==> src/rtl/dac_cfg_defines.svh <==
`ifndef DAC_CFG_DEFINES_SVH
`define DAC_CFG_DEFINES_SVH

// Register offsets on the serial configuration port
`define ADDR_SERIAL_PORT_POWER_CONFIG 5'h00
`define ADDR_DATAPATH_CONTROL_A       5'h01
`define ADDR_DATAPATH_CONTROL_B       5'h02
`define ADDR_DATA_CLOCK_DELAY_LOW     5'h04

// Reset values
`define RST_SERIAL_PORT_POWER_CONFIG  8'h00
`define RST_DATAPATH_CONTROL_A        8'h00
`define RST_DATAPATH_CONTROL_B        8'h00
`define RST_DATA_CLOCK_DELAY_LOW      8'h00

// Writable bits of the port and power register; bit 1 is the lock flag
`define SERIAL_PORT_POWER_WR_MASK     8'hF8

// Field positions, port and power register
`define BIT_SDIO_BIDIR                7
`define BIT_LSB_FIRST                 6
`define BIT_SOFT_RESET                5
`define BIT_POWER_DOWN                4
`define BIT_AUTO_POWER_DOWN           3
`define BIT_PLL_LOCKED                1

// Field positions, datapath control A
`define MSB_INTERP_FACTOR             7
`define LSB_INTERP_FACTOR             6
`define MSB_FILTER_MODE               5
`define LSB_FILTER_MODE               2
`define BIT_DCLK_DELAY_MSB            1
`define BIT_ZERO_STUFF                0

// Field positions, datapath control B
`define BIT_DATA_FORMAT               7
`define BIT_SINGLE_PORT               6
`define BIT_REAL_MODE                 5
`define BIT_DCLK_DELAY_EN             4
`define BIT_INV_SINC                  3
`define BIT_DCLK_INVERT               2
`define BIT_TX_ENABLE_INVERT          1
`define BIT_Q_FIRST                   0

// Field position, delay low register
`define MSB_DCLK_DELAY_LOW            7
`define LSB_DCLK_DELAY_LOW            4

// Serial framing
`define BIT_INSTR_READ                7
`define MSB_INSTR_ADDR                4
`define LAST_BIT_INDEX                3'h7

`endif

==> src/rtl/dac_cfg_pkg.sv <==
package dac_cfg_pkg;

  typedef enum logic [3:0] {
    ST_IDLE  = 4'b0001,
    ST_INSTR = 4'b0010,
    ST_WRITE = 4'b0100,
    ST_READ  = 4'b1000
  } port_state_t;

  typedef struct packed {
    logic       power_down;
    logic       auto_power_down_en;
    logic       circuitry_enable;
    logic [1:0] interp_factor;
    logic [3:0] filter_mode;
    logic       zero_stuff_en;
    logic       data_format_unsigned;
    logic       single_port;
    logic       second_port_enable;
    logic       real_mode;
    logic       q_clock_enable;
    logic       modulator_enable;
    logic [4:0] data_clock_delay;
    logic       inverse_sinc_en;
    logic       data_clock_invert;
    logic       tx_enable_invert;
    logic       q_first;
  } datapath_cfg_t;

  typedef struct packed {
    port_state_t   state;
    logic [2:0]    bit_cnt;
    logic [7:0]    shift;
    logic [4:0]    addr;
    logic [7:0]    out_shift;
    logic          sdio_out;
    logic          sdio_oe;
    logic          sdo_out;
    logic          sdo_oe;
    logic [7:0]    serial_port_power_config;
    logic [7:0]    datapath_control_a;
    logic [7:0]    datapath_control_b;
    logic [7:0]    data_clock_delay_low;
    datapath_cfg_t cfg;
    logic          transmit_enable_eff;
  } core_state_t;

endpackage

==> src/rtl/pin_sync.sv <==
`timescale 1ns/1ns
module pin_sync #(
  parameter int WIDTH = 1
) (
  input  wire logic             ref_clk,
  input  wire logic             rst,
  input  wire logic [WIDTH-1:0] d,
  output      logic [WIDTH-1:0] q
);

  typedef struct packed {
    logic [WIDTH-1:0] stage1;
    logic [WIDTH-1:0] stage2;
  } sync_state_t;

  sync_state_t sync_reg;
  sync_state_t sync_next;

  // Stage one feeds stage two only, so metastability never reaches logic
  always_comb
  begin
    sync_next        = sync_reg;
    sync_next.stage1 = d;
    sync_next.stage2 = sync_reg.stage1;
  end

  always_ff @(posedge ref_clk or posedge rst)
  begin
    if (rst)
    begin
      sync_reg <= '0;
    end
    else
    begin
      sync_reg <= sync_next;
    end
  end

  assign q = sync_reg.stage2;

endmodule

==> src/rtl/edge_detect.sv <==
`timescale 1ns/1ns
module edge_detect (
  input  wire logic ref_clk,
  input  wire logic rst,
  input  wire logic level,
  output      logic rise,
  output      logic fall
);

  typedef struct packed {
    logic prev;
  } edge_state_t;

  edge_state_t edge_reg;
  edge_state_t edge_next;

  always_comb
  begin
    edge_next      = edge_reg;
    edge_next.prev = level;
  end

  always_ff @(posedge ref_clk or posedge rst)
  begin
    if (rst)
    begin
      edge_reg <= '0;
    end
    else
    begin
      edge_reg <= edge_next;
    end
  end

  assign rise = level & ~edge_reg.prev;
  assign fall = ~level & edge_reg.prev;

endmodule

==> src/rtl/dac_comm_digital_ctrl_regs.sv <==
// Functional notes
// RULE_01 - Port bit 7 clear: data pin input only; set: pin also returns read data.
// RULE_02 - Port bit 6 picks serial bit order: 0 MSB first, 1 LSB first.
// RULE_03 - Writing bit 5 as 1 then 0 soft resets the configuration registers.
// RULE_04 - Port bit 4 powers down everything except the serial port.
// RULE_05 - Port bit 3 enables automatic power-down.
// RULE_06 - Port bit 1 reads the PLL lock state, read only.
// RULE_07 - Control A bit 1 is the top bit of the data clock delay.
// RULE_08 - Control A bit 0 turns zero stuffing off or on.
// RULE_09 - Control B bit 6 set takes both channels from the first data port.
// RULE_10 - Control B bit 5 set disables Q data, Q clocks and both modulators.
// RULE_11 - Control B bit 4 enables the data clock delay; clear means no delay.
// RULE_12 - Control B bit 3 inserts the inverse sinc filter, clear bypasses it.
// RULE_13 - Control B bit 2 drives the data clock in phase or inverted.
// RULE_14 - Control B bit 1 inverts transmit enable / IQ select polarity.
// RULE_15 - Control B bit 0 sets interleave order: 0 I first, 1 Q first.
// RULE_16 - Delay bits 3:0 come from bits 7:4 at offset 0x04, five bits total.
// RULE_17 - Lock flag writes ignored; soft reset restores every writable field.
`timescale 1ns/1ns
`include "dac_cfg_defines.svh"
module dac_comm_digital_ctrl_regs (
  input  wire logic                       ref_clk,
  input  wire logic                       rst,
  input  wire logic                       sclk,
  input  wire logic                       cs_n,
  input  wire logic                       sdio_in,
  output      logic                       sdio_out,
  output      logic                       sdio_oe,
  output      logic                       sdo_out,
  output      logic                       sdo_oe,
  input  wire logic                       pll_locked,
  input  wire logic                       transmit_enable_in,
  output      logic                       transmit_enable_eff,
  output      dac_cfg_pkg::datapath_cfg_t datapath_cfg
);

  localparam int PIN_COUNT = 5;

  dac_cfg_pkg::core_state_t core_reg;
  dac_cfg_pkg::core_state_t core_next;

  logic [PIN_COUNT-1:0] pins_raw;
  logic [PIN_COUNT-1:0] pins_sync;
  logic                 sclk_s;
  logic                 cs_n_s;
  logic                 sdio_s;
  logic                 pll_s;
  logic                 tx_s;
  logic                 sclk_rise;
  logic                 sclk_fall;

  logic [7:0]           shifted;
  logic [7:0]           in_byte;
  logic [7:0]           rd_byte;
  logic [7:0]           out_byte;
  logic [7:0]           instr_byte;
  logic [4:0]           rd_addr;
  logic                 lsb_first;
  logic                 bidir;
  logic                 do_write;
  logic                 tx_level;
  logic                 active;

  // Every pin comes from outside the clock domain; chip select crosses inverted so a
  // cleared synchroniser reads as deselected and no false frame follows reset
  assign pins_raw = {sclk, ~cs_n, sdio_in, pll_locked, transmit_enable_in};

  pin_sync #(
    .WIDTH (PIN_COUNT)
  ) u_pin_sync (
    .ref_clk (ref_clk),
    .rst     (rst),
    .d       (pins_raw),
    .q       (pins_sync)
  );

  assign sclk_s = pins_sync[4];
  assign cs_n_s = ~pins_sync[3];
  assign sdio_s = pins_sync[2];
  assign pll_s  = pins_sync[1];
  assign tx_s   = pins_sync[0];

  edge_detect u_sclk_edge (
    .ref_clk (ref_clk),
    .rst     (rst),
    .level   (sclk_s),
    .rise    (sclk_rise),
    .fall    (sclk_fall)
  );

  function automatic logic [7:0] reverse8(input logic [7:0] v);
    logic [7:0] r;
    r = '0;
    for (int i = 0; i < 8; i++)
    begin
      r[i] = v[7-i];
    end
    return r;
  endfunction

  // Readback mux; reserved port register bits and unmapped offsets read zero, delay low bits 3:0 read back as written
  always_comb
  begin
    rd_byte    = 8'h00;
    instr_byte = {core_reg.shift[6:0], sdio_s};
    if (core_reg.serial_port_power_config[`BIT_LSB_FIRST])
    begin
      instr_byte = reverse8(instr_byte);
    end
    // The first read bit leaves on the edge that completes the instruction, before the
    // address register is loaded, so the address is decoded from the shifter then
    rd_addr = core_reg.addr;
    if (core_reg.state == dac_cfg_pkg::ST_INSTR)
    begin
      rd_addr = instr_byte[`MSB_INSTR_ADDR:0];
    end
    case (rd_addr)
      `ADDR_SERIAL_PORT_POWER_CONFIG:
      begin
        rd_byte                  = core_reg.serial_port_power_config & `SERIAL_PORT_POWER_WR_MASK;
        rd_byte[`BIT_PLL_LOCKED] = pll_s; // RULE_06
      end
      `ADDR_DATAPATH_CONTROL_A:
      begin
        rd_byte = core_reg.datapath_control_a;
      end
      `ADDR_DATAPATH_CONTROL_B:
      begin
        rd_byte = core_reg.datapath_control_b;
      end
      `ADDR_DATA_CLOCK_DELAY_LOW:
      begin
        rd_byte = core_reg.data_clock_delay_low;
      end
      default:
      begin
        rd_byte = 8'h00;
      end
    endcase
  end

  always_comb
  begin
    core_next = core_reg;
    shifted   = {core_reg.shift[6:0], sdio_s};
    lsb_first = core_reg.serial_port_power_config[`BIT_LSB_FIRST];
    bidir     = core_reg.serial_port_power_config[`BIT_SDIO_BIDIR];
    // Bit order applies to instruction and data bytes alike
    in_byte   = lsb_first ? reverse8(shifted) : shifted; // RULE_02
    out_byte  = lsb_first ? reverse8(rd_byte) : rd_byte; // RULE_02
    do_write  = 1'b0;
    tx_level  = 1'b0;
    active    = 1'b0;

    case (core_reg.state)
      dac_cfg_pkg::ST_IDLE:
      begin
        core_next.bit_cnt = 3'h0;
        if (!cs_n_s)
        begin
          core_next.state = dac_cfg_pkg::ST_INSTR;
        end
      end
      dac_cfg_pkg::ST_INSTR:
      begin
        if (sclk_rise)
        begin
          core_next.shift   = shifted;
          core_next.bit_cnt = core_reg.bit_cnt + 3'h1;
          if (core_reg.bit_cnt == `LAST_BIT_INDEX)
          begin
            core_next.addr = in_byte[`MSB_INSTR_ADDR:0];
            if (in_byte[`BIT_INSTR_READ])
            begin
              core_next.state = dac_cfg_pkg::ST_READ;
            end
            else
            begin
              core_next.state = dac_cfg_pkg::ST_WRITE;
            end
          end
        end
      end
      dac_cfg_pkg::ST_WRITE:
      begin
        if (sclk_rise)
        begin
          core_next.shift   = shifted;
          core_next.bit_cnt = core_reg.bit_cnt + 3'h1;
          if (core_reg.bit_cnt == `LAST_BIT_INDEX)
          begin
            do_write        = 1'b1;
            core_next.state = dac_cfg_pkg::ST_INSTR;
          end
        end
      end
      dac_cfg_pkg::ST_READ:
      begin
        if (sclk_rise)
        begin
          core_next.bit_cnt = core_reg.bit_cnt + 3'h1;
          if (core_reg.bit_cnt == `LAST_BIT_INDEX)
          begin
            core_next.state  = dac_cfg_pkg::ST_INSTR;
            core_next.sdio_oe = 1'b0;
            core_next.sdo_oe  = 1'b0;
          end
        end
        else if (sclk_fall && core_reg.bit_cnt != 3'h0)
        begin
          core_next.sdio_out  = core_reg.out_shift[7];
          core_next.sdo_out   = core_reg.out_shift[7];
          core_next.out_shift = {core_reg.out_shift[6:0], 1'b0};
        end
      end
      default:
      begin
        core_next.state = dac_cfg_pkg::ST_IDLE;
      end
    endcase

    // First read bit goes out right after the instruction byte completes
    if (core_reg.state == dac_cfg_pkg::ST_INSTR && sclk_rise &&
        core_reg.bit_cnt == `LAST_BIT_INDEX && in_byte[`BIT_INSTR_READ])
    begin
      core_next.sdio_out  = out_byte[7];
      core_next.sdo_out   = out_byte[7];
      core_next.out_shift = {out_byte[6:0], 1'b0};
      core_next.sdio_oe   = bidir;  // RULE_01
      core_next.sdo_oe    = ~bidir; // RULE_01
    end

    // Chip select high aborts any frame and frees the data pins
    if (cs_n_s)
    begin
      core_next.state   = dac_cfg_pkg::ST_IDLE;
      core_next.bit_cnt = 3'h0;
      core_next.sdio_oe = 1'b0;
      core_next.sdo_oe  = 1'b0;
    end

    if (do_write)
    begin
      case (core_reg.addr)
        `ADDR_SERIAL_PORT_POWER_CONFIG:
        begin
          // The lock flag and reserved bits are not storage
          core_next.serial_port_power_config = in_byte & `SERIAL_PORT_POWER_WR_MASK; // RULE_17
          if (core_reg.serial_port_power_config[`BIT_SOFT_RESET] &&
              !in_byte[`BIT_SOFT_RESET])
          begin
            core_next.serial_port_power_config = `RST_SERIAL_PORT_POWER_CONFIG; // RULE_03
            core_next.datapath_control_a       = `RST_DATAPATH_CONTROL_A;       // RULE_17
            core_next.datapath_control_b       = `RST_DATAPATH_CONTROL_B;       // RULE_17
            core_next.data_clock_delay_low     = `RST_DATA_CLOCK_DELAY_LOW;     // RULE_17
          end
        end
        `ADDR_DATAPATH_CONTROL_A:
        begin
          core_next.datapath_control_a = in_byte;
        end
        `ADDR_DATAPATH_CONTROL_B:
        begin
          core_next.datapath_control_b = in_byte;
        end
        `ADDR_DATA_CLOCK_DELAY_LOW:
        begin
          core_next.data_clock_delay_low = in_byte;
        end
        default:
        begin
          core_next.addr = core_reg.addr;
        end
      endcase
    end

    // Datapath controls follow the next register contents, so they update on the same edge
    core_next.cfg.power_down =
      core_next.serial_port_power_config[`BIT_POWER_DOWN]; // RULE_04
    core_next.cfg.auto_power_down_en =
      core_next.serial_port_power_config[`BIT_AUTO_POWER_DOWN]; // RULE_05
    tx_level = tx_s ^ core_next.datapath_control_b[`BIT_TX_ENABLE_INVERT]; // RULE_14
    // Auto power-down idles the datapath while transmit is not enabled
    active = ~core_next.cfg.power_down &
             ~(core_next.cfg.auto_power_down_en & ~tx_level); // RULE_04 RULE_05
    core_next.cfg.circuitry_enable = active;
    core_next.transmit_enable_eff  = tx_level & ~core_next.cfg.power_down; // RULE_04

    core_next.cfg.interp_factor =
      core_next.datapath_control_a[`MSB_INTERP_FACTOR:`LSB_INTERP_FACTOR];
    core_next.cfg.filter_mode =
      core_next.datapath_control_a[`MSB_FILTER_MODE:`LSB_FILTER_MODE];
    core_next.cfg.zero_stuff_en =
      core_next.datapath_control_a[`BIT_ZERO_STUFF]; // RULE_08

    core_next.cfg.data_format_unsigned =
      core_next.datapath_control_b[`BIT_DATA_FORMAT];
    core_next.cfg.single_port =
      core_next.datapath_control_b[`BIT_SINGLE_PORT]; // RULE_09
    core_next.cfg.second_port_enable =
      active & ~core_next.datapath_control_b[`BIT_SINGLE_PORT]; // RULE_09
    core_next.cfg.real_mode =
      core_next.datapath_control_b[`BIT_REAL_MODE]; // RULE_10
    core_next.cfg.q_clock_enable =
      active & ~core_next.datapath_control_b[`BIT_REAL_MODE]; // RULE_10
    core_next.cfg.modulator_enable =
      active & ~core_next.datapath_control_b[`BIT_REAL_MODE]; // RULE_10

    // A clear enable forces zero delay whatever the delay fields hold
    if (core_next.datapath_control_b[`BIT_DCLK_DELAY_EN]) // RULE_11
    begin
      core_next.cfg.data_clock_delay = {
        core_next.datapath_control_a[`BIT_DCLK_DELAY_MSB], // RULE_07
        core_next.data_clock_delay_low[`MSB_DCLK_DELAY_LOW:`LSB_DCLK_DELAY_LOW] // RULE_16
      };
    end
    else
    begin
      core_next.cfg.data_clock_delay = 5'h00; // RULE_11
    end

    core_next.cfg.inverse_sinc_en =
      core_next.datapath_control_b[`BIT_INV_SINC]; // RULE_12
    core_next.cfg.data_clock_invert =
      core_next.datapath_control_b[`BIT_DCLK_INVERT]; // RULE_13
    core_next.cfg.tx_enable_invert =
      core_next.datapath_control_b[`BIT_TX_ENABLE_INVERT]; // RULE_14
    core_next.cfg.q_first =
      core_next.datapath_control_b[`BIT_Q_FIRST]; // RULE_15
  end

  always_ff @(posedge ref_clk or posedge rst)
  begin
    if (rst)
    begin
      core_reg                          <= '0;
      core_reg.state                    <= dac_cfg_pkg::ST_IDLE;
      core_reg.serial_port_power_config <= `RST_SERIAL_PORT_POWER_CONFIG;
      core_reg.datapath_control_a       <= `RST_DATAPATH_CONTROL_A;
      core_reg.datapath_control_b       <= `RST_DATAPATH_CONTROL_B;
      core_reg.data_clock_delay_low     <= `RST_DATA_CLOCK_DELAY_LOW;
    end
    else
    begin
      core_reg <= core_next;
    end
  end

  assign sdio_out            = core_reg.sdio_out;
  assign sdio_oe             = core_reg.sdio_oe;
  assign sdo_out             = core_reg.sdo_out;
  assign sdo_oe              = core_reg.sdo_oe;
  assign transmit_enable_eff = core_reg.transmit_enable_eff;
  assign datapath_cfg        = core_reg.cfg;

endmodule

==> config.mk <==
export PLATFORM = sky130hd
export DESIGN_NAME = dac_comm_digital_ctrl_regs
export DESIGN_NICKNAME = d
export VERILOG_FILES = /design/src/rtl/dac_cfg_pkg.sv /design/src/rtl/pin_sync.sv /design/src/rtl/edge_detect.sv /design/src/rtl/dac_comm_digital_ctrl_regs.sv
export VERILOG_INCLUDE_DIRS = /design/src /design/src/rtl
export SDC_FILE = /design/constraint.sdc
export NUM_CORES = 1
export LEC_CHECK = 0
export CORE_MARGIN = 1
export CORE_UTILIZATION = 40
export CTS_CLUSTER_SIZE = 14
export DETAILED_ROUTE_END_ITERATION = 10
export DONT_BUFFER_PORTS = 1
export GPL_TIMING_DRIVEN = 1
export PLACE_DENSITY = 0.64
export RECOVER_POWER = 25
export SLEW_MARGIN = 0
export SYNTH_ARGS = -nofsm -noshare
export SYNTH_HDL_FRONTEND = slang
export SYNTH_SLANG_ARGS = --single-unit
==> constraint.sdc <==
create_clock -name ref_clk -period 5.6 [get_ports ref_clk]
set_input_delay 0.28 -clock ref_clk [delete_from_list [all_inputs] [get_ports ref_clk]]
set_output_delay 0.28 -clock ref_clk [all_outputs]
set_load 0.03 [all_outputs]
==> results_dict.tcl, run 1 <==
set metrics [dict create \
    n_antenna_cell 0 \
    ys_seq_area_frac 0.483 \
    cts.path.max_buffers 2 \
    post_drt_wl_per_cell_um 18.3 \
    async_reset_ff_frac 1.00 \
    finalCriticalPeriod_ns 2.90 \
    grt_pass1_wl_um 14800 \
    cts_buffers 9 \
    slew_headroom 0.335 \
    finalSetupViolCount 0 \
    rows 36 \
    insertion_delay_ns 0.35 \
    cts.repair.resized 0 \
    clock_sinks 78 \
    num-fill-cells 953 \
    cp.arrival_ns 3.15 \
    rsz0062_at_grt "no" \
    largest_reg_flops 48 \
    cp-end-kind "flop" \
    hold_class "input port to asynchronous set/reset pin" \
    drv_cap 0 \
    vdd_drop_max_mv 0.136 \
    ys.flop_type "dfrtp_1" \
    place_congestion 0.884 \
    nets 370 \
    yosys.cell_types.count 56 \
    post-dp-hpwl_um 6470 \
    initial_core_util 0.414 \
    synthToLayoutAreaGrowth_pct 3.31 \
    core_mm2 0.00977 \
    timing.setup.tns_ns 0 \
    ant_nets 0 \
    antenna_found_initial 0 \
    startpoint "core_reg[56]$_DFFE_PP0P_" \
    die_area_mm2 0.0105 \
    r2r_cells 6 \
    hold_viol_final 0 \
    synthTopCellsByArea "dfrtp_1, buf_4, mux2i_1" \
    final_util 0.428 \
    crit_fanout 28 \
    rr_startpoint "core_reg[56]$_DFFE_PP0P_" \
    fmaxAchievable_mhz 345 \
    critPathKind "flop to flop" \
    holdWs_ns 0.129 \
    ys_warn_count 0 \
    area.sequential_mm2 0.00195 \
    synthCells 385 \
    synth_seq_cells 78 \
    synth_top_cell_by_area "dfrtp_1" \
    die_w_um 103 \
    die_h_um 103 \
    yosys.area.top_type_share 0.476 \
    cp-start-kind "flop" \
    io_buffers 0 \
    r2r_end "datapath_cfg[7]$_DFF_PP0_" \
    yosys.cell_count.top_type "dfrtp_1" \
    drtIter0Drc 216 \
    grt_overflow 0 \
    timing.final.crit_share 0.518 \
    drtPass1Iterations 4 \
    r2r_slack_ns 2.70 \
    grt_usage 0.187 \
    status "complete, no violations" \
    max_slew.worst_pin.slew_ns 0.997 \
    wirelength_um 9110 \
    multi_input_area_mm2 0.00178 \
    finClkSkew_ns 0.0115 \
    drive_gt1_frac 0.132 \
    synth_fp_nets 395 \
    cts_setup_buffers 0 \
    slew_viol_final 0 \
    total_power_mw 1.08 \
    viasPerCell 5.65 \
    leakagePower_nw 1.73 \
    synth_edf_count 0 \
    path_clk_slew_ns 0.09 \
    grt_pass1_vias 2750 \
    pin_count 37 \
    syn_area_mm2 0.00405 \
    synth_common_cells "dfrtp_1, nand2_1, buf_4" \
    drcViolationCount 0 \
    critPathRequiredTime_ns 5.85 \
    avgSynthCellArea_um2 10.5 \
    power_density_mw_per_mm2 258 \
    via_count 2812 \
    cts_max_level 3 \
    cts_tree "done" \
    cts_root_buf "clkbuf_8" \
    grt_max_degree 79 \
]
## layer usage
layer | track usage | vias up | part of all wire
met5 | 0 | - | 0
met4 | 0.0769 | 0 | 0.026
met3 | 0.0414 | 17 | 0.064
met2 | 0.288 | 98 | 0.46
met1 | 0.256 | 1387 | 0.45
li1 | - | 1310 | -
## worst max-delay path, cell delays in order (launching register included)
cell and delay, ns:
dfrtp_1 1.00, mux2i_2 0.41, and2_1 0.25, and2b_1 0.22
nand3b_1 0.44, o2bb2ai_1 0.28, and2_1 0.19
## area by class of cell
class | instances | share of cell area
Clock buffer | 10 | 0.0329
Inverter | 7 | 0.00658
Tap cell | 133 | 0.0398
Clock inverter | 6 | 0.0111
Sequential cell | 78 | 0.467
Multi-Input combinational cell | 257 | 0.427
Timing Repair Buffer | 7 | 0.0156
## stage by stage
step                area (um^2)  worst slack, ns  instances
floorplan                  4050             3.33        385
global placement           3950             2.82        477
detailed placement         3950             2.77        477
CTS                        4180             2.76        498
global route               4180             2.47        498
finish                     4180             2.70        498
## how the worst max path moves through the flow
stage	end	slack [ns]	cells past startpoint
final	datapath_cfg[7]$_DFF_PP0_	2.70	6
after global placement	core_reg[64]$_DFFE_PP0P_	2.82	6
after CTS	datapath_cfg[7]$_DFF_PP0_	2.76	6
after global routing	core_reg[64]$_DFFE_PP0P_	2.47	6
after detailed placement	datapath_cfg[7]$_DFF_PP0_	2.77	6
after floorplan	bidir$_DFFE_PP0P_	3.33	1
## power breakdown
group	internal (mW)	switching [mW]	total [mW]	leakage [nW]
logic	0.0284	0.0513	0.0796	0.609
registers	0.577	0.0252	0.602	1.04
clock network	0.174	0.222	0.397	0.0772
## cells by family (layout without fill, tap and decap cells)
kind of cell,after synthesis,after routing,synth area share
buffers and inverters,50,30,0.0764
multiplexers,34,34,0.0894
adder cells (fa/ha/maj),3,3,0.00928
flip-flops,78,78,0.483
AO/OA/AOI/OAI,96,96,0.160
AND/OR/NAND/NOR,122,122,0.177
XOR/XNOR,2,2,0.00433
## repair_timing
action                                  in CTS  in global routing
hold endpoints to repair                     5                  0
hold buffers                                 5                  0
endpoints found under the setup margin       0                  0
## placed cells by master (no fill, tap or decap), drive strengths merged, types with 7 or more instances in the layout
master and count:
o21ai 33, mux2i 20, and2 9, clkbuf 10, nand2 35, dfrtp 77, o2bb2ai 7, inv 7
a21oi 17, mux2 14, nor2 27
No activity file was read; power rests on OpenSTA's default activity.
==> inputs of run 2 (changes only) <==
==> constraint.sdc (replaced) <==
create_clock -name ref_clk -period 2.85 [get_ports ref_clk]
set_input_delay 0.1425 -clock ref_clk [delete_from_list [all_inputs] [get_ports ref_clk]]
set_output_delay 0.1425 -clock ref_clk [all_outputs]
set_load 0.03 [all_outputs]
==> run 2 against run 1 <==
- the run now ends with max-capacitance violations, max-slew violations left
- highest routed layer unchanged
- global-route usage grew 0.48 points
- largest cell class unchanged
- clock power grew to 2.5 times the previous value
- combinational power increased by 140%
==> results_dict.tcl, run 2 (synthesis results as in run 1) <==
set metrics [dict create \
    status "complete, but fails checks" \
    failed_checks "max-capacitance violations, max-slew violations" \
    hold_viol_final 0 \
    core_mm2 0.00977 \
    rr_startpoint "core_reg[56]$_DFFE_PP0P_" \
    whs_path_depth 1 \
    grt_pass1_wl_um 14900 \
    grt_max_degree 46 \
    viasPerCell 5.71 \
    final_util 0.445 \
    rows 36 \
    critPathMaxStageDelay_ns 0.63 \
    cts_max_level 3 \
    final_cell_mix "dfrtp_1, nand2_1, o21ai_0" \
    dpl_worst_slack_ns 0.355 \
    slew_headroom -0.157 \
    cts_root_buf "clkbuf_8" \
    die_h_um 103 \
    largest_reg_flops 48 \
    critPathBufInv 1 \
    p_switching_mw 0.583 \
    hp-start "pll_locked" \
    wirelength_um 9380 \
    cts_buffers 9 \
    p_int_mw 1.79 \
    insertion_delay_ns 0.36 \
    num-fill-cells 925 \
    grt_usage 0.192 \
    r2r_slack_ns 0.35 \
    vdd_drop_max_mv 0.303 \
    leakagePower_nw 1.83 \
    cp.arrival_ns 2.74 \
    r2r_end "sdio_out$_DFFE_PP0P_" \
    clkPwrFrac 0.424 \
    finClkSkew_ns 0.0102 \
    path_clk_slew_ns 0.09 \
    drcViolationCount 0 \
    crit_fanout 27 \
    initial_core_util 0.414 \
    synthToLayoutAreaGrowth_pct 7.39 \
    crit_slowest_cell "mux2i_1" \
    fmaxAchievable_mhz 400 \
    cts_tree "done" \
    critPathKind "flop to flop" \
    pin_count 37 \
    nets 384 \
    cts.path.max_buffers 2 \
    power_density_mw_per_mm2 547 \
    io_buffers 0 \
    hold_class "input port to flop" \
    path_delay_family "compound AO/OA/AOI/OAI gates" \
    drtPass1Iterations 6 \
    slew_viol_final 34 \
    clock_sinks 78 \
    switching_share 0.245 \
    critPathRequiredTime_ns 3.09 \
    ant_nets 0 \
    timing.setup.tns_ns 0 \
    drive_gt1_frac 0.161 \
    grt_overflow 0 \
    cp-start-kind "flop" \
    post_drt_wl_per_cell_um 18.3 \
    drv_cap 1 \
    drtIter0Drc 188 \
    hold_end "u_pin_sync.sync_next[1]$_DFF_PP0_" \
    final_common_cell "dfrtp_1" \
    antenna_found_initial 0 \
    finalSetupViolCount 0 \
    r2r_cells 7 \
    n_antenna_cell 0 \
    rsz0062_at_grt "no" \
    die_area_mm2 0.0105 \
    timing.final.crit_share 0.877 \
    pwr-share-seq 0.495 \
    max_slew.worst_pin.slew_ns 1.74 \
    grt_pass1_vias 2791 \
    finalCriticalPeriod_ns 2.50 \
    post-dp-hpwl_um 6860 \
    via_count 2923 \
    die_w_um 103 \
    worstPathCellList "buf_4 > mux2i_1 > nand3_1 > a21oi_1 > a2111o_1 > nor2_1 > a221oi_1" \
    combPwrFrac 0.082 \
    cts_setup_buffers 0 \
    cp-end-kind "flop" \
    place_congestion 0.930 \
    layout_setup_ws_ns 0.351 \
]
run 2: changes by cell type in the layout (fill, tap and decap cells not counted), sizes merged:
cell,delta
dlygate4sd3,+1
clkinvlp,-5
bufinv,+3
clkbuf,+1
buf,+11
clkinv,+3
run 2: power by group through the flow:
| stage | Sequential (mW) | Clock [mW] | Combinational (mW) |
|---|---|---|---|
| finish | 1.18 | 1.01 | 0.194 |
| global route | 1.18 | 1.08 | 0.212 |
| CTS | 1.17 | 1.04 | 0.195 |
| detailed placement | 1.20 | 0 | 0.188 |
| global placement | 1.19 | 0 | 0.188 |
| floorplan | 1.18 | 0 | 0.134 |
run 2: cell type report:
cell class | instances | area (um^2) | share of cell area
clock inverter | 7 | 121 | 0.0279
inverter | 7 | 27.5 | 0.00633
sequential | 78 | 1950 | 0.449
timing repair buffer | 21 | 166 | 0.0383
tap | 133 | 166 | 0.0383
clock buffer | 9 | 124 | 0.0285
multi-input combinational | 257 | 1790 | 0.411
run 2: worst max-delay path by stage:
| stage | slack, ns | end | cells past startpoint | startpoint |
|---|---|---|---|---|
| floorplan | 0.71 | bidir$_DFFE_PP0P_ | 1 | rst |
| global placement | 0.43 | core_reg[64]$_DFFE_PP0P_ | 8 | core_reg[83]$_DFFE_PP0P_ |
| detailed placement | 0.36 | core_reg[64]$_DFFE_PP0P_ | 8 | core_reg[83]$_DFFE_PP0P_ |
| CTS | 0.33 | core_reg[64]$_DFFE_PP0P_ | 8 | core_reg[83]$_DFFE_PP0P_ |
| global route | 0.21 | core_reg[64]$_DFFE_PP0P_ | 8 | core_reg[83]$_DFFE_PP0P_ |
| finish | 0.35 | sdio_out$_DFFE_PP0P_ | 7 | core_reg[56]$_DFFE_PP0P_ |
run 2: routing by layer:
layer  GRT usage  up-vias  part of all wire
met5           0        -                 0
met4      0.0978        0             0.027
met3      0.0441       22             0.059
met2       0.298      113              0.47
met1       0.250     1442              0.45
li1            -     1346                 -
run 2: repair_timing:
action / CTS / global route
endpoints found under the setup margin: 0 / 1
hold buffers: 6 / 0
gates resized for setup: 0 / 1
endpoints found under the hold margin: 82 / 0
run 2: worst reg2reg max path, delay by kind of cell (launching register included):
kind,cells,cell delay (ns)
mux,1,0.64
compound gates,3,0.64
flops,1,0.40
simple gates,2,0.38
buf+inv,1,0.32
run 2: stage by stage:
| stage | std cells | hold slack [ns] | instance area (um^2) | power, mW |
|---|---|---|---|---|
| floorplan | 385 | 0.174 | 4050 | 1.31 |
| global placement | 490 | 0.135 | 4040 | 1.38 |
| detailed placement | 490 | 0.142 | 4040 | 1.38 |
| CTS | 512 | 0.319 | 4350 | 2.41 |
| global route | 512 | 0.318 | 4350 | 2.47 |
| finish | 512 | 0.339 | 4350 | 2.38 |
==> inputs of run 3 (changes only) <==
--- a/config.mk
+++ b/config.mk
@@ -6,6 +6,7 @@
 export SDC_FILE = /design/constraint.sdc
 export NUM_CORES = 1
 export LEC_CHECK = 0
+export CORE_ASPECT_RATIO = 1.25
 export CORE_MARGIN = 1
 export CORE_UTILIZATION = 40
 export CTS_CLUSTER_SIZE = 14
==> run 3 against run 2 <==
- the flow still finishes with violations (max-capacitance violations, max-slew violations)
- cell count fell by 1.8%
- maximum frequency rose by 0.81%
- clock-buffer cell count rose by 3
- cell area rose by 1.2%
- worst setup slack improved by 0.020 ns
- via count fell by 0.99%
- routed wire length rose by 3.2%
- critical path depth did not move
- sequential share of layout area fell by 0.52 points
- core utilization rose by 0.83 points
- largest power group is now clock
- highest routed layer unchanged
==> results_dict.tcl, run 3 (synthesis results as in run 1) <==
set metrics [dict create \
    clock_sinks 78 \
    slew_headroom -0.409 \
    p_switching_mw 0.591 \
    fin_cells 503 \
    worstPathCellList "nor4b_4 > buf_4 > and2_1 > nor2b_1 > nand2b_1 > o31ai_1 > a31oi_1" \
    die_area_mm2 0.0105 \
    finalSetupViolCount 0 \
    final_util 0.453 \
    cp.arrival_ns 2.67 \
    place_congestion 0.879 \
    via_count 2894 \
    dp.cells 481 \
    grt_usage 0.203 \
    final_cell_mix "dfrtp_1, nand2_1, o21ai_0" \
    drive_gt1_frac 0.151 \
    cts.path.max_buffers 2 \
    holdWs_ns 0.347 \
    power_density_mw_per_mm2 587 \
    cp-start-kind "flop" \
    switching_share 0.229 \
    die_h_um 114 \
    hold_class "flop to flop" \
    finalCriticalPeriod_ns 2.48 \
    vdd_drop_max_mv 0.253 \
    fmaxAchievable_mhz 403 \
    ant_nets 0 \
    grt_pass1_vias 2933 \
    timing.setup.tns_ns 0 \
    pin_count 37 \
    timing.final.crit_share 0.870 \
    crit_slowest_cell "dfrtp_1" \
    post_drt_wl_per_cell_um 19.2 \
    slew_viol_final 47 \
    cts_setup_buffers 0 \
    critPathKind "flop to flop" \
    status "complete, but fails checks" \
    n_antenna_cell 0 \
    grt_overflow 0 \
    path_clk_slew_ns 0.06 \
    path_delay_family "simple AND/OR/NAND/NOR gates" \
    io_buffers 0 \
    nets 382 \
    cts_max_level 3 \
    largest_reg_flops 48 \
    critPathMaxStageDelay_ns 0.48 \
    antenna_found_initial 0 \
    hold_viol_final 0 \
    die_w_um 92.0 \
    post-dp-hpwl_um 7170 \
    num-fill-cells 898 \
    core_mm2 0.00971 \
    drtPass1Iterations 4 \
    crit_fanout 14 \
    pwr-share-seq 0.460 \
    rows 40 \
    wirelength_um 9670 \
    rsz0062_at_grt "no" \
    clkPwrFrac 0.471 \
    cts_tree "done" \
    viasPerCell 5.75 \
    initial_core_util 0.417 \
    drv_cap 1 \
    cp-end-kind "flop" \
    grt_pass1_wl_um 16000 \
    p_int_mw 1.99 \
    critPathRequiredTime_ns 3.04 \
    leakagePower_nw 1.86 \
    drcViolationCount 0 \
    failed_checks "max-capacitance violations, max-slew violations" \
    synthToLayoutAreaGrowth_pct 8.66 \
    finClkSkew_ns 0.00498 \
    cts_root_buf "clkbuf_16" \
    final_common_cell "dfrtp_1" \
    grt_max_degree 47 \
    critPathBufInv 1 \
    max_slew.worst_pin.slew_ns 2.10 \
    combPwrFrac 0.069 \
    drtIter0Drc 203 \
    insertion_delay_ns 0.34 \
    cts_buffers 9 \
]
==> run 3: what timing repair did <==
action	4_1_cts	5_1_grt
hold endpoints to repair	49	0
hold buffers	6	0
resized for setup	0	0
==> run 3: path summary, 6_finish.rpt <==
check                                             startpoint                                end  depth (start not counted)  slack (ns)
hold / removal             u_pin_sync.sync_next[4]$_DFF_PP0_          u_pin_sync.q[4]$_DFF_PP0_                          0        0.35
min in group asynchronous                                rst  u_pin_sync.sync_next[0]$_DFF_PP0_                          2        0.81
hold reg to reg            u_pin_sync.sync_next[4]$_DFF_PP0_          u_pin_sync.q[4]$_DFF_PP0_                          0        0.35
max in group asynchronous                                rst           core_reg[86]$_DFFE_PP1P_                          3        0.95
setup / recovery                    core_reg[88]$_DFFE_PP0P_           core_reg[64]$_DFFE_PP0P_                          7        0.37
setup reg to reg                    core_reg[88]$_DFFE_PP0P_           core_reg[64]$_DFFE_PP0P_                          7        0.37
==> run 3: final cells by class <==
class / count / area [um^2] / area share
sequential: 78 / 1950 / 0.444
multi-input combinational: 257 / 1780 / 0.406
clock buffer: 12 / 246 / 0.0561
timing repair buffer: 19 / 158 / 0.0359
tap: 126 / 158 / 0.0359
clock inverter: 4 / 70.1 / 0.0159
inverter: 7 / 27.5 / 0.00626
==> run 3: power by group through the flow <==
stage	Clock (mW)	Combinational [mW]	Sequential, mW
3_3_place_gp	0	0.169	1.20
4_1_cts	1.24	0.179	1.19
2_1_floorplan	0	0.134	1.18
3_5_place_dp	0	0.172	1.21
5_1_grt	1.29	0.197	1.19
6_report	1.22	0.179	1.19
==> run 3: worst register-to-register path, delay by kind of cell, from the launching register on <==
family          cells  cell delay (ns)
compound gates      2             0.38
buf+inv             1             0.20
flops               1             0.48
simple gates        4             1.27
==> run 3: per-layer routing <==
| layer | vias to the layer above | routed length, um | GRT usage |
|---|---|---|---|
| li1 | 1350 | - | - |
| met1 | 1415 | 3960 | 0.247 |
| met2 | 103 | 4830 | 0.332 |
| met3 | 26 | 517 | 0.0525 |
| met4 | 0 | 364 | 0.106 |
| met5 | - | 0 | 0 |
==> run 3: metrics by stage <==
stage / instance area, um^2 / setup slack [ns] / power (mW)
floorplan: 4050 / 0.714 / 1.31
global placement: 4020 / 0.525 / 1.37
detailed placement: 4020 / 0.419 / 1.38
CTS: 4400 / 0.405 / 2.61
global route: 4400 / 0.140 / 2.68
finish: 4400 / 0.371 / 2.58
